**config.mk**
```make
export PLATFORM = sky130hd
export DESIGN_NAME = sahc_top
export DESIGN_NICKNAME = d
export VERILOG_FILES = /design/src/rtl/sahc_pkg.sv /design/src/rtl/sahc_sar_if.sv /design/src/rtl/sahc_sar.sv /design/src/rtl/sahc_top.sv
export SDC_FILE = /design/constraint.sdc
export NUM_CORES = 1
export LEC_CHECK = 0
export BUFFER_PORTS_ARGS = -buffer_cell sky130_fd_sc_hd__buf_2
export CAP_MARGIN = 20
export CORE_MARGIN = 3
export CORE_UTILIZATION = 60
export DETAILED_ROUTE_END_ITERATION = 6
export GPL_TIMING_DRIVEN = 0
export PLACE_DENSITY = 0.8
export SETUP_SLACK_MARGIN = 0.3
export SLEW_MARGIN = 20
export SYNTH_ARGS = -nofsm -noshare
export SYNTH_HDL_FRONTEND = slang
export SYNTH_SLANG_ARGS = --single-unit
```
**constraint.sdc**
```tcl
create_clock -name core_clk -period 3.6 [get_ports core_clk]
set_input_delay 0.72 -clock core_clk [delete_from_list [all_inputs] [get_ports core_clk]]
set_output_delay 0.72 -clock core_clk [all_outputs]
set_load 0.03 [all_outputs]
```
**src/rtl/sahc_pkg.sv**
```systemverilog
// Shared constants and types of the converter control block
package sahc_pkg;

    // ------------------------------------------------------------
    // Result format
    // ------------------------------------------------------------
    localparam int RESULT_W  = 13;
    localparam int SIGN_BIT  = 12;
    localparam int MAG_MSB   = 11;
    localparam int TRIALS    = 13;
    localparam int IDX_W     = 4;
    localparam logic [IDX_W-1:0] SIGN_IDX = 4'hc;

    // ------------------------------------------------------------
    // Timing, in converter clock periods
    // ------------------------------------------------------------
    localparam int CAL_PERIODS    = 1396;
    localparam int ZERO_PERIODS   = 26;
    localparam int SAMPLE_PERIODS = 7;
    localparam int CONV_PERIODS   = 27;
    localparam int TAIL_PERIODS   = CONV_PERIODS - SAMPLE_PERIODS - TRIALS;
    localparam int CNT_W          = 11;

    // Correction memory: entry 0 is comparator offset, 1..12 ladder bits
    localparam int CORR_ENTRIES = 13;

    // ------------------------------------------------------------
    // Sequencer states
    // ------------------------------------------------------------
    typedef enum logic [2:0] {
        SAHC_IDLE,
        SAHC_CAL,
        SAHC_ZERO,
        SAHC_SAMPLE,
        SAHC_TRIAL,
        SAHC_TAIL
    } sahc_state_t;

endpackage

```
**src/rtl/sahc_sar_if.sv**
```systemverilog
// Carrier between the sequencer and the approximation register
`timescale 1ns/1ps
`default_nettype none
interface sahc_sar_if;
    logic                             clear;
    logic                             step;
    logic                             comp;
    logic [sahc_pkg::RESULT_W-1:0]    dac_code;
    logic [sahc_pkg::IDX_W-1:0]       trial_idx;
    logic [sahc_pkg::RESULT_W-1:0]    result;

    modport ctrl   (output clear, output step, output comp,
                    input dac_code, input trial_idx, input result);
    modport engine (input clear, input step, input comp,
                    output dac_code, output trial_idx, output result);
endinterface
`default_nettype wire

```
**src/rtl/sahc_sar.sv**
```systemverilog
// Successive-approximation register: one result bit per trial
`timescale 1ns/1ps
`default_nettype none
module sahc_sar (
    input  wire logic         core_clk,
    input  wire logic         reset,
    input  wire logic         core_ce,
    sahc_sar_if.engine        sar
);
    logic [sahc_pkg::IDX_W-1:0]     idx;
    logic                           sign;
    logic [sahc_pkg::MAG_MSB:0]     approximation_register;
    logic [sahc_pkg::MAG_MSB:0]     trial_mask;
    logic [sahc_pkg::MAG_MSB:0]     twos;

    // ------------------------------------------------------------
    // Trial sequence
    // ------------------------------------------------------------
    // one bit per trial
    always_ff @(posedge core_clk) begin
        if (reset || (core_ce && sar.clear)) begin
            idx                    <= sahc_pkg::SIGN_IDX;
            sign                   <= 1'b0;
            approximation_register <= '0;
        end else if (core_ce && sar.step) begin
            if (idx == sahc_pkg::SIGN_IDX) begin
                // Sign trial compares against ground: low means negative
                sign <= ~sar.comp;
            end else if (sar.comp) begin
                approximation_register <= approximation_register | trial_mask;
            end
            if (idx != '0) begin
                idx <= idx - 4'h1;
            end
        end
    end

    always_comb begin
        trial_mask = '0;
        if (idx != sahc_pkg::SIGN_IDX) begin
            trial_mask[idx] = 1'b1;
        end
    end

    assign sar.trial_idx = idx;
    assign sar.dac_code  = {1'b0, approximation_register | trial_mask};

    assign twos       = sign ? (~approximation_register + 12'h001) : approximation_register;
    assign sar.result = {sign, twos};
endmodule
`default_nettype wire

```
**src/rtl/sahc_top.sv**
```systemverilog
// Converter sequencing and host strobe interface
// ------------------------------------------------------------
// Notes on behaviour
// - Strobes count only while select is low
// - Select and read low drive result
// - Write strobe rising edge starts conversion
// - Calibrate low resets and starts calibration
// - Calibration stores corrections, conversions apply them
// - Zero select low adds auto-zero first
// - Auto-zero adds exactly 26 periods
// - Activity flag low during conversion, calibration
// - Result ready falls once result latched
// - Read, new conversion, calibration clear ready
// - Thirteen-bit two's complement, bit 12 sign
// - Successive approximation, one bit per trial
// - Calibration may be requested any time
// - Calibration keeps flag low 1396 periods
// - Sample 7 periods, then flag falls
// - New start aborts; calibration never aborted
// ------------------------------------------------------------
`timescale 1ns/1ps
`default_nettype none
module sahc_top (
    input  wire logic                          core_clk,
    input  wire logic                          reset,
    input  wire logic                          core_ce,
    input  wire logic                          conv_clk_pin,
    input  wire logic                          select_n,
    input  wire logic                          read_n,
    input  wire logic                          write_n,
    input  wire logic                          calibrate_n,
    input  wire logic                          zero_correct_sel_n,
    input  wire logic                          comp_in,
    output logic [sahc_pkg::RESULT_W-1:0]      result_bus_o,
    output logic                               result_bus_oe,
    output logic                               conv_idle,
    output logic                               result_ready_n,
    output logic [sahc_pkg::RESULT_W-1:0]      dac_code,
    output logic                               dac_trim,
    output logic                               offset_trim,
    output logic                               sample_en,
    output logic                               zero_cycle_en
);
    // ------------------------------------------------------------
    // Pin synchronisers
    // ------------------------------------------------------------
    localparam int NPIN = 7;
    logic [NPIN-1:0] pin_meta;
    logic [NPIN-1:0] pin_sync;
    logic [NPIN-1:0] pin_prev;

    always_ff @(posedge core_clk) begin
        if (reset) begin
            pin_meta <= 7'h3f;
            pin_sync <= 7'h3f;
            pin_prev <= 7'h3f;
        end else if (core_ce) begin
            pin_meta <= {comp_in, zero_correct_sel_n, calibrate_n, write_n,
                         read_n, select_n, conv_clk_pin};
            pin_sync <= pin_meta;
            pin_prev <= pin_sync;
        end
    end

    logic tick;
    logic read_act;
    logic write_start;
    logic cal_req;
    sahc_pkg::sahc_state_t state;
    logic [sahc_pkg::CNT_W-1:0] cnt;

    assign tick = pin_sync[0] & ~pin_prev[0];
    assign read_act = ~pin_sync[1] & ~pin_sync[2];
    assign write_start = ~pin_sync[1] & pin_sync[3] & ~pin_prev[3];
    // calibrate low restarts, but never inside calibration
    assign cal_req = ~pin_sync[4] && (state != sahc_pkg::SAHC_CAL);

    // ------------------------------------------------------------
    // Sequencer
    // ------------------------------------------------------------
    logic last;
    logic finish;
    logic conv_start;

    always_comb begin
        case (state)
            sahc_pkg::SAHC_CAL:    last = (cnt == 11'(sahc_pkg::CAL_PERIODS - 1));
            sahc_pkg::SAHC_ZERO:   last = (cnt == 11'(sahc_pkg::ZERO_PERIODS - 1));
            sahc_pkg::SAHC_SAMPLE: last = (cnt == 11'(sahc_pkg::SAMPLE_PERIODS - 1));
            sahc_pkg::SAHC_TRIAL:  last = (cnt == 11'(sahc_pkg::TRIALS - 1));
            sahc_pkg::SAHC_TAIL:   last = (cnt == 11'(sahc_pkg::TAIL_PERIODS - 1));
            default:               last = 1'b0;
        endcase
    end

    // a write aborts a conversion but not calibration
    assign conv_start = write_start && !cal_req && (state != sahc_pkg::SAHC_CAL);
    assign finish = tick && last && (state == sahc_pkg::SAHC_TAIL) && !cal_req && !conv_start;

    // Power-up enters calibration so corrections are valid before use
    always_ff @(posedge core_clk) begin
        if (reset) begin
            state <= sahc_pkg::SAHC_CAL;
            cnt   <= '0;
        end else if (core_ce) begin
            if (cal_req) begin
                state <= sahc_pkg::SAHC_CAL;
                cnt   <= '0;
            end else if (conv_start) begin
                // zero select low runs auto-zero first
                state <= pin_sync[5] ? sahc_pkg::SAHC_SAMPLE : sahc_pkg::SAHC_ZERO;
                cnt   <= '0;
            end else if (tick && state != sahc_pkg::SAHC_IDLE) begin
                cnt <= last ? '0 : cnt + 11'h001;
                if (last) begin
                    case (state)
                        sahc_pkg::SAHC_CAL:    state <= sahc_pkg::SAHC_IDLE;
                        sahc_pkg::SAHC_ZERO:   state <= sahc_pkg::SAHC_SAMPLE;
                        sahc_pkg::SAHC_SAMPLE: state <= sahc_pkg::SAHC_TRIAL;
                        sahc_pkg::SAHC_TRIAL:  state <= sahc_pkg::SAHC_TAIL;
                        default:               state <= sahc_pkg::SAHC_IDLE;
                    endcase
                end
            end
        end
    end

    // ------------------------------------------------------------
    // Approximation engine
    // ------------------------------------------------------------
    sahc_sar_if sar_bus ();

    assign sar_bus.clear = conv_start | cal_req;
    assign sar_bus.step  = tick && (state == sahc_pkg::SAHC_TRIAL);
    assign sar_bus.comp  = pin_sync[6];

    sahc_sar u_sar (
        .core_clk (core_clk),
        .reset    (reset),
        .core_ce  (core_ce),
        .sar      (sar_bus)
    );

    // ------------------------------------------------------------
    // Correction memory
    // ------------------------------------------------------------
    logic [sahc_pkg::CORR_ENTRIES-1:0] corr_mem;
    logic                              zero_corr;
    logic                              zero_used;

    // record offset and ladder errors during calibration
    always_ff @(posedge core_clk) begin
        if (reset) begin
            corr_mem <= '0;
        end else if (core_ce && tick && state == sahc_pkg::SAHC_CAL
                     && cnt < 11'(sahc_pkg::CORR_ENTRIES)) begin
            corr_mem[cnt[3:0]] <= pin_sync[6];
        end
    end

    always_ff @(posedge core_clk) begin
        if (reset) begin
            zero_corr <= 1'b0;
            zero_used <= 1'b0;
        end else if (core_ce) begin
            if (conv_start) begin
                zero_used <= ~pin_sync[5];
            end
            if (tick && last && state == sahc_pkg::SAHC_ZERO) begin
                zero_corr <= pin_sync[6];
            end
        end
    end

    // ------------------------------------------------------------
    // Converter-side outputs
    // ------------------------------------------------------------
    always_ff @(posedge core_clk) begin
        if (reset) begin
            dac_code      <= '0;
            dac_trim      <= 1'b0;
            offset_trim   <= 1'b0;
            sample_en     <= 1'b0;
            zero_cycle_en <= 1'b0;
            conv_idle     <= 1'b0;
        end else if (core_ce) begin
            dac_code      <= sar_bus.dac_code;
            // stored corrections applied on every trial
            dac_trim      <= corr_mem[sar_bus.trial_idx];
            offset_trim   <= zero_used ? zero_corr : corr_mem[0];
            sample_en     <= (state == sahc_pkg::SAHC_SAMPLE);
            zero_cycle_en <= (state == sahc_pkg::SAHC_ZERO);
            conv_idle     <= !(state == sahc_pkg::SAHC_CAL || state == sahc_pkg::SAHC_TRIAL
                               || state == sahc_pkg::SAHC_TAIL);
        end
    end

    // ------------------------------------------------------------
    // Host side
    // ------------------------------------------------------------
    logic [sahc_pkg::RESULT_W-1:0] result_latch;

    always_ff @(posedge core_clk) begin
        if (reset) begin
            result_latch   <= '0;
            result_bus_o   <= '0;
            result_bus_oe  <= 1'b0;
            result_ready_n <= 1'b1;
        end else if (core_ce) begin
            if (finish) begin
                result_latch <= sar_bus.result;
            end
            result_bus_oe <= read_act;
            result_bus_o  <= result_latch;
            // set wins over read clear; new start or calibration blocks the set, no timeout
            if (finish) begin
                result_ready_n <= 1'b0;
            end else if (read_act || write_start || cal_req) begin
                result_ready_n <= 1'b1;
            end
        end
    end
endmodule
`default_nettype wire

```
==> flow_metrics.py, run 1 <==
metrics = {
    "status": {
        "run_status": "finished clean",
    },
    "placed_design": {
        "numPortBuffers": 39,
        "place_area_sq_um": 5530,
        "routabilityCongestion": 0.909,
        "post_dp_hpwl_mm": 9.46,
        "dpl_worst_slack_ns": 0.251,
    },
    "yosys": {
        "yosysUniqueCellTypes": 61,
        "postSynthRegisterBits": 107,
        "synthesis.instances": 588,
        "syn_nets": 609,
        "synth_async_sr_flop_share_pct": 0,
        "synth_top_area_share_pct": 41.2,
        "ys_seq_area_share_pct": 41.2,
        "synthesis.yosys.warnings": 0,
        "synth.area.top_cells": "sky130_fd_sc_hd__dfxtp_1, sky130_fd_sc_hd__mux2i_1, sky130_fd_sc_hd__nor2_1",
        "yosys_most_used_dff": "sky130_fd_sc_hd__dfxtp_1",
        "synth_area_leader_cell": "sky130_fd_sc_hd__dfxtp_1",
        "synth_edf_count": 0,
        "post_synth.cell_area_avg_sq_um": 8.84,
        "syn-cell-area_sq_um": 5200,
    },
    "setup_path": {
        "critical-path-max-stage-delay_ns": 0.58,
        "timing_worst_setup_path_type": "reg2reg",
        "largest_fanout_on_the_critical_path": 10,
        "worst_ep_required_time_ns": 3.89,
        "end_kind": "flop",
        "cp-start-kind": "flop",
        "critPathMostFrequentCell": "sky130_fd_sc_hd__buf_2",
        "critical_path.slowest_cell": "sky130_fd_sc_hd__or4_1",
        "cp_cell_sequence": "buf_2 > inv_1 > ha_1 > buf_2 > a21oi_1 > xor2_1 > nand3_4 > or4_1 > buf_4 > buf_12 > mux2_4",
        "critPathArrivalTime_ns": 3.43,
    },
    "cells_and_area": {
        "fillers": 706,
        "finalCoreUtilization_pct": 69.2,
        "synthToLayoutAreaGrowth_pct": 10.4,
        "finalNetCount": 660,
        "ratio_of_cells_with_drive_above_1_in_the_final_layout_pct": 13.8,
        "antenna-diode-count": 0,
        "stdcell_area_sq_um": 5740,
    },
    "route": {
        "dr_total_vias": 4520,
        "drt-initial-drc-count": 227,
        "drc": 0,
        "final_antenna_net_count": 0,
        "wl_per_cell_microns": 17.2,
        "postRouteWirelength_mm": 12.9,
        "first_pass_iters": 5,
        "via_per_inst": 6.03,
    },
    "floorplanning": {
        "placement_rows": 33,
        "die_width_microns": 99.1,
        "ios": 43,
        "floorplan.core_area_sq_um": 8300,
        "design.die.area_sq_um": 9820,
        "start_util_pct": 62.7,
        "dieHeight_microns": 99.1,
    },
    "power_and_ir_drop": {
        "seq_power_share_pct": 57.9,
        "power.clock.fraction_pct": 35.4,
        "power.combinational.fraction_pct": 6.7,
        "power_per_cell_area_nw_per_um2": 367,
        "switchingPower_mw": 0.582,
        "power.leakage_nw": 2.44,
        "power_switching_share_pct": 27.7,
        "power.ir.vdd_worst_uv": 254,
        "internal_power_mw": 1.52,
    },
    "global_routing": {
        "gr-total-overflow": 0,
        "global_route_wire_length_before_repair_mm": 20.8,
        "first_global_vias": 4251,
        "grt.total_usage_pct": 26.3,
        "grt_max_degree": 22,
        "antenna_violations_before_repair": 0,
    },
    "sta": {
        "hold-worst-slack_ns": 0.472,
        "fin_crit_sh_pct": 87.2,
        "setup_repair_after_global_routing_missed_its_margin": "false",
        "timing.setup.tns_ns": 0,
        "maxSlewViolCount": 0,
        "setup_viol": 0,
        "max_slew_margin_pct": 40.7,
        "period_needed_ns": 3.14,
        "max_freq_mhz": 318,
        "hold_viol": 0,
        "timing_worst_slew_pin_value_ns": 0.881,
        "final_critical_path_setup_slack_ns": 0.459,
        "clock-skew-final_ns": 0.0170,
    },
    "clock_network": {
        "cts_tree": "yes",
        "cts.hold.buffers_added": 0,
        "cts-root-to-sink-buffers": 2,
        "clock_tree.root_cell": "sky130_fd_sc_hd__clkbuf_8",
        "clock_slew_seen_by_the_registers_of_the_worst_setup_and_hold_paths_ns": 0.11,
        "tritoncts_num_sinks": 107,
        "cts_inserted_buffers": 9,
        "worstSkewPairLatency_ns": 0.39,
        "total_number_of_h_tree_levels": 3,
    },
    "job": {
        "drv.max_cap_violation_count": 0,
    },
    "min_path": {
        "holdCritPathClass": "reg2reg",
    },
}
==> metal layers <==
layer	wire length (microns)	track usage, %	up-vias
met3	885	5.47	14
met2	5890	41.3	183
met4	159	7.67	0
met5	0	0	-
met1	5940	36.9	2134
li1	-	-	2189
==> synthesized netlist by cell type (all sizes together) (5+ instances only) <==
cell type  number
a211oi         17
a21oi          40
and3           11
buf            15
clkbuf         27
dfxtp         107
ha             11
inv            18
mux2            7
mux2i          47
nand2          44
nand3          18
nand4           8
nor2           81
nor2b          12
nor3            5
nor3b           6
o21ai          20
o31ai           6
or4             7
xnor2           5
xor2           15
==> per-stage QoR <==
| step | instances | power (mW) |
|---|---|---|
| 2_1_floorplan | 588 | 1.34 |
| 3_3_place_gp | 732 | 1.38 |
| 6_report | 749 | 2.10 |
| 3_5_place_dp | 732 | 1.38 |
| 4_1_cts | 748 | 2.12 |
| 5_1_grt | 749 | 2.17 |
==> sequential cells by signal, summed over array words and instances, names as in the netlist, 3 cells and up <==
| signal | count |
|---|---|
| pin_sync | 7 |
| result_latch | 13 |
| corr_mem | 13 |
| cnt | 11 |
| u_sar.sar.trial_idx | 4 |
| dac_code | 12 |
| state | 3 |
| u_sar.approximation_register | 12 |
| result_bus_o | 13 |
| pin_meta | 7 |
==> repair_timing <==
action	in CTS	in global routing
resized for setup	1	2
buffers inserted	0	1
gates cloned	0	0
hold endpoints to repair	0	0
endpoints found under the setup margin	3	2
==> cell type report <==
class                      count  area [sq um]  area share, %
multi-input combinational    421          2800           48.7
sequential                   107          2140           37.3
timing repair buffer          40           203           3.53
buffer                        42           196           3.42
tap                          105           131           2.29
clock buffer                   9           124           2.16
clock inverter                 7          80.1           1.39
inverter                      18          67.6           1.18
==> logic make-up (layout without fill, tap and decap cells) <==
kind of cell | count (synthesis) | after routing | synth area share, %
adder cells (fa/ha/maj) | 11 | 11 | 2.65
XOR/XNOR | 20 | 20 | 3.37
other | 1 | 1 | 0.0721
buffers and inverters | 60 | 116 | 5.05
AO/OA/AOI/OAI | 113 | 113 | 14.1
multiplexers | 58 | 58 | 12.4
AND/OR/NAND/NOR | 218 | 218 | 21.1
flip-flops | 107 | 107 | 41.2
==> cells in the final DEF (no fill, tap or decap), types with 4 or more instances in the layout <==
cell                        Yosys  layout
sky130_fd_sc_hd__nand2_1       44      44
sky130_fd_sc_hd__clkbuf_8       0       9
sky130_fd_sc_hd__o2111ai_1      4       4
sky130_fd_sc_hd__mux4_2         4       4
sky130_fd_sc_hd__buf_1          9       9
sky130_fd_sc_hd__nor3b_1        6       6
sky130_fd_sc_hd__nor2_1        81      81
sky130_fd_sc_hd__mux2_2         5       5
sky130_fd_sc_hd__nor2b_1       12      12
sky130_fd_sc_hd__a211oi_1      17      17
sky130_fd_sc_hd__or2_2          4       4
sky130_fd_sc_hd__buf_4          3       4
sky130_fd_sc_hd__dfxtp_1      107     106
sky130_fd_sc_hd__o31ai_1        6       6
sky130_fd_sc_hd__buf_2          1      41
sky130_fd_sc_hd__inv_1         18      18
sky130_fd_sc_hd__xor2_1        15      15
sky130_fd_sc_hd__and3_1        11      11
sky130_fd_sc_hd__nor3_1         5       5
sky130_fd_sc_hd__nand4_1        8       8
sky130_fd_sc_hd__o21ai_0       18      18
sky130_fd_sc_hd__clkbuf_1      26      25
sky130_fd_sc_hd__xnor2_1        5       5
sky130_fd_sc_hd__o41ai_1        4       4
sky130_fd_sc_hd__a2111oi_0      4       4
sky130_fd_sc_hd__a21oi_1       40      40
sky130_fd_sc_hd__nand3_1       17      17
sky130_fd_sc_hd__or4_1          5       5
sky130_fd_sc_hd__mux2i_1       47      47
sky130_fd_sc_hd__ha_1          11      11
==> path summary, 6_finish.rpt <==
check | startpoint | to | slack (ns) | cells after the start
worst min-delay path | result_latch[0] | result_latch[0] | 0.47 | 2
worst max register to register | state[1] | result_latch[10] | 0.46 | 11
worst max-delay path | state[1] | result_latch[10] | 0.46 | 11
worst min register to register | result_latch[0] | result_latch[0] | 0.47 | 2
==> critical path: cells and delay by family (launching register included) <==
family | cells | cell delay (ns)
xor gates and xnor gates | 1 | 0.29
adders and majority gates | 1 | 0.29
buffers and inverters | 5 | 0.86
and+or+nand+nor | 2 | 0.76
AOI/OAI and AO/OA | 1 | 0.17
DFF | 1 | 0.40
muxes | 1 | 0.29
==> power groups by stage <==
| stage | registers [mW] | clock network, mW | logic [mW] |
|---|---|---|---|
| 2_1_floorplan | 1.26 | 0 | 0.0851 |
| 3_3_place_gp | 1.24 | 0 | 0.136 |
| 3_5_place_dp | 1.24 | 0 | 0.140 |
| 4_1_cts | 1.22 | 0.759 | 0.140 |
| 5_1_grt | 1.22 | 0.796 | 0.155 |
| 6_report | 1.22 | 0.745 | 0.142 |
No activity file was read; power rests on OpenSTA's default activity.
==> inputs of run 2 (changes only) <==
--- a/config.mk
+++ b/config.mk
@@ -6,12 +6,13 @@
 export NUM_CORES = 1
 export LEC_CHECK = 0
 export BUFFER_PORTS_ARGS = -buffer_cell sky130_fd_sc_hd__buf_2
-export CAP_MARGIN = 20
-export CORE_MARGIN = 3
+export CAP_MARGIN = 5
+export CORE_MARGIN = 8
 export CORE_UTILIZATION = 60
 export DETAILED_ROUTE_END_ITERATION = 6
 export GPL_TIMING_DRIVEN = 0
 export PLACE_DENSITY = 0.8
+export REMOVE_ABC_BUFFERS = 1
 export SETUP_SLACK_MARGIN = 0.3
 export SLEW_MARGIN = 20
 export SYNTH_ARGS = -nofsm -noshare
==> flow_metrics.py, run 2 (same netlist as run 1, synthesis figures left out) <==
metrics = {
    "status": {
        "run_status": "finished clean",
    },
    "route": {
        "first_pass_iters": 4,
        "dr_total_vias": 4205,
        "final_antenna_net_count": 0,
        "drt-initial-drc-count": 264,
        "drc": 0,
        "via_per_inst": 5.91,
        "postRouteWirelength_mm": 10.9,
        "wl_per_cell_microns": 15.3,
    },
    "cells_and_area": {
        "final_common_cell": "sky130_fd_sc_hd__dfxtp_1",
        "fillers": 714,
        "ff_latch_area_sq_um": 2140,
        "finalCoreUtilization_pct": 65.0,
        "finalNetCount": 619,
        "antenna-diode-count": 0,
        "ratio_of_cells_with_drive_above_1_in_the_final_layout_pct": 14.1,
        "multiInputGateArea_sq_um": 2810,
        "stdcell_area_sq_um": 5560,
        "synthToLayoutAreaGrowth_pct": 6.88,
        "most_used_cells_in_the_layout_excluding_fill_and_tap_cells": "sky130_fd_sc_hd__dfxtp_1, sky130_fd_sc_hd__nor2_1, sky130_fd_sc_hd__mux2i_1, sky130_fd_sc_hd__nand2_1, sky130_fd_sc_hd__a21oi_1",
        "largestRegisters": "corr_mem: 13 flops, result_bus_o: 13 flops, result_latch: 13 flops",
        "stdcell_count": 711,
    },
    "global_routing": {
        "first_global_vias": 3997,
        "antenna_violations_before_repair": 0,
        "gr-total-overflow": 0,
        "grt.total_usage_pct": 18.6,
        "global_route_wire_length_before_repair_mm": 18.3,
        "grt_max_degree": 74,
    },
    "clock_network": {
        "worstSkewPairLatency_ns": 0.38,
        "clock_tree.root_cell": "sky130_fd_sc_hd__clkbuf_8",
        "tritoncts_num_sinks": 107,
        "total_number_of_h_tree_levels": 3,
        "cts_inserted_buffers": 9,
        "clock_slew_seen_by_the_registers_of_the_worst_setup_and_hold_paths_ns": 0.10,
        "cts_tree": "yes",
        "cts-root-to-sink-buffers": 2,
        "postCtsSetupRepairBufs": 0,
    },
    "setup_path": {
        "cp-start-kind": "flop",
        "timing_worst_setup_path_type": "reg2reg",
        "path_buf_inv": 1,
        "critical-path-max-stage-delay_ns": 0.65,
        "critical_path.slowest_cell": "sky130_fd_sc_hd__or4_4",
        "reg2reg_from": "state[1]",
        "startpoint": "state[1]",
        "cp_cell_sequence": "inv_1 > ha_1 > o41ai_1 > nor2_1 > or4_4 > mux2_4",
        "largest_fanout_on_the_critical_path": 16,
        "family_with_the_most_delay_on_the_worst_path": "simple AND/OR/NAND/NOR gates",
        "worst_ep_required_time_ns": 3.87,
        "end_kind": "flop",
        "critPathArrivalTime_ns": 3.34,
    },
    "sta": {
        "fin_crit_sh_pct": 85.5,
        "clock-skew-final_ns": 0.0164,
        "maxSlewViolCount": 0,
        "max_freq_mhz": 325,
        "setup_viol": 0,
        "period_needed_ns": 3.08,
        "timing.setup.tns_ns": 0,
        "setup_repair_after_global_routing_missed_its_margin": "false",
        "hold-worst-slack_ns": 0.466,
        "final_critical_path_setup_slack_ns": 0.521,
        "max_slew_margin_pct": 39.7,
        "timing_worst_slew_pin_value_ns": 0.896,
        "hold_viol": 0,
    },
    "placed_design": {
        "dpl_worst_slack_ns": 0.216,
        "placed_instances": 695,
        "routabilityCongestion": 0.823,
        "place_area_sq_um": 5350,
        "numPortBuffers": 41,
        "post_dp_hpwl_mm": 7.40,
    },
    "job": {
        "drv.max_cap_violation_count": 0,
    },
    "power_and_ir_drop": {
        "total_power_mw": 2.07,
        "power.ir.vdd_worst_uv": 173,
        "power_switching_share_pct": 26.1,
        "seq_power_share_pct": 59.3,
        "power_per_cell_area_nw_per_um2": 372,
        "power.leakage_nw": 2.38,
        "switchingPower_mw": 0.540,
        "power.clock.fraction_pct": 35.1,
        "internal_power_mw": 1.53,
        "power.combinational.fraction_pct": 5.6,
    },
    "floorplanning": {
        "placement_rows": 34,
        "floorplan.core_area_sq_um": 8550,
        "start_util_pct": 60.8,
        "dieHeight_microns": 109,
        "ios": 43,
        "die_width_microns": 109,
        "design.die.area_sq_um": 11900,
    },
    "min_path": {
        "hold_start": "zero_corr",
        "holdCritPathClass": "reg2reg",
    },
}
==> run 2: cell types whose count changed in the layout (fill, tap and decap cells not counted), moves of 2 or more <==
cell,change
sky130_fd_sc_hd__clkinv_8,-2
sky130_fd_sc_hd__buf_1,-9
sky130_fd_sc_hd__buf_2,-2
sky130_fd_sc_hd__clkbuf_1,-25
sky130_fd_sc_hd__buf_4,-2
==> run 2: final cells by class <==
| class | instances | share of cell area (%) |
|---|---|---|
| Inverter | 18 | 1.22 |
| Clock buffer | 10 | 2.48 |
| Multi-Input combinational cell | 421 | 50.5 |
| Clock inverter | 6 | 1.01 |
| Tap cell | 108 | 2.43 |
| Timing Repair Buffer | 41 | 3.78 |
| Sequential cell | 107 | 38.5 |
==> run 2: power groups by stage <==
| stage | Clock [mW] | Combinational, mW | Sequential, mW |
|---|---|---|---|
| final | 0.726 | 0.115 | 1.23 |
| after global placement | 0 | 0.113 | 1.25 |
| after global routing | 0.783 | 0.126 | 1.23 |
| after CTS | 0.739 | 0.115 | 1.23 |
| after floorplan | 0 | 0.0508 | 1.26 |
| after detailed placement | 0 | 0.115 | 1.25 |
==> run 2: worst paths after layout <==
path,cells past startpoint,endpoint,slack [ns]
max,6,result_latch[10],0.52
min,2,zero_corr,0.47
max reg2reg,6,result_latch[10],0.52
min reg2reg,2,zero_corr,0.47
==> run 2: timing repair <==
action,CTS,global route
hold buffers,0,0
setup endpoints to repair,2,1
resized for setup,1,1
==> run 2: metal layers <==
metal	GRT usage (%)	wire (microns)
met3	2.54	538
met2	31.7	5410
met5	0	0
met4	8.02	158
met1	23.0	4760
==> run 2: worst register-to-register path, stage by stage (launching register included) <==
cell                      delay (ns)
sky130_fd_sc_hd__dfxtp_1        0.64
sky130_fd_sc_hd__inv_1          0.14
sky130_fd_sc_hd__ha_1           0.46
sky130_fd_sc_hd__o41ai_1        0.59
sky130_fd_sc_hd__nor2_1         0.15
sky130_fd_sc_hd__or4_4          0.66
sky130_fd_sc_hd__mux2_4         0.35
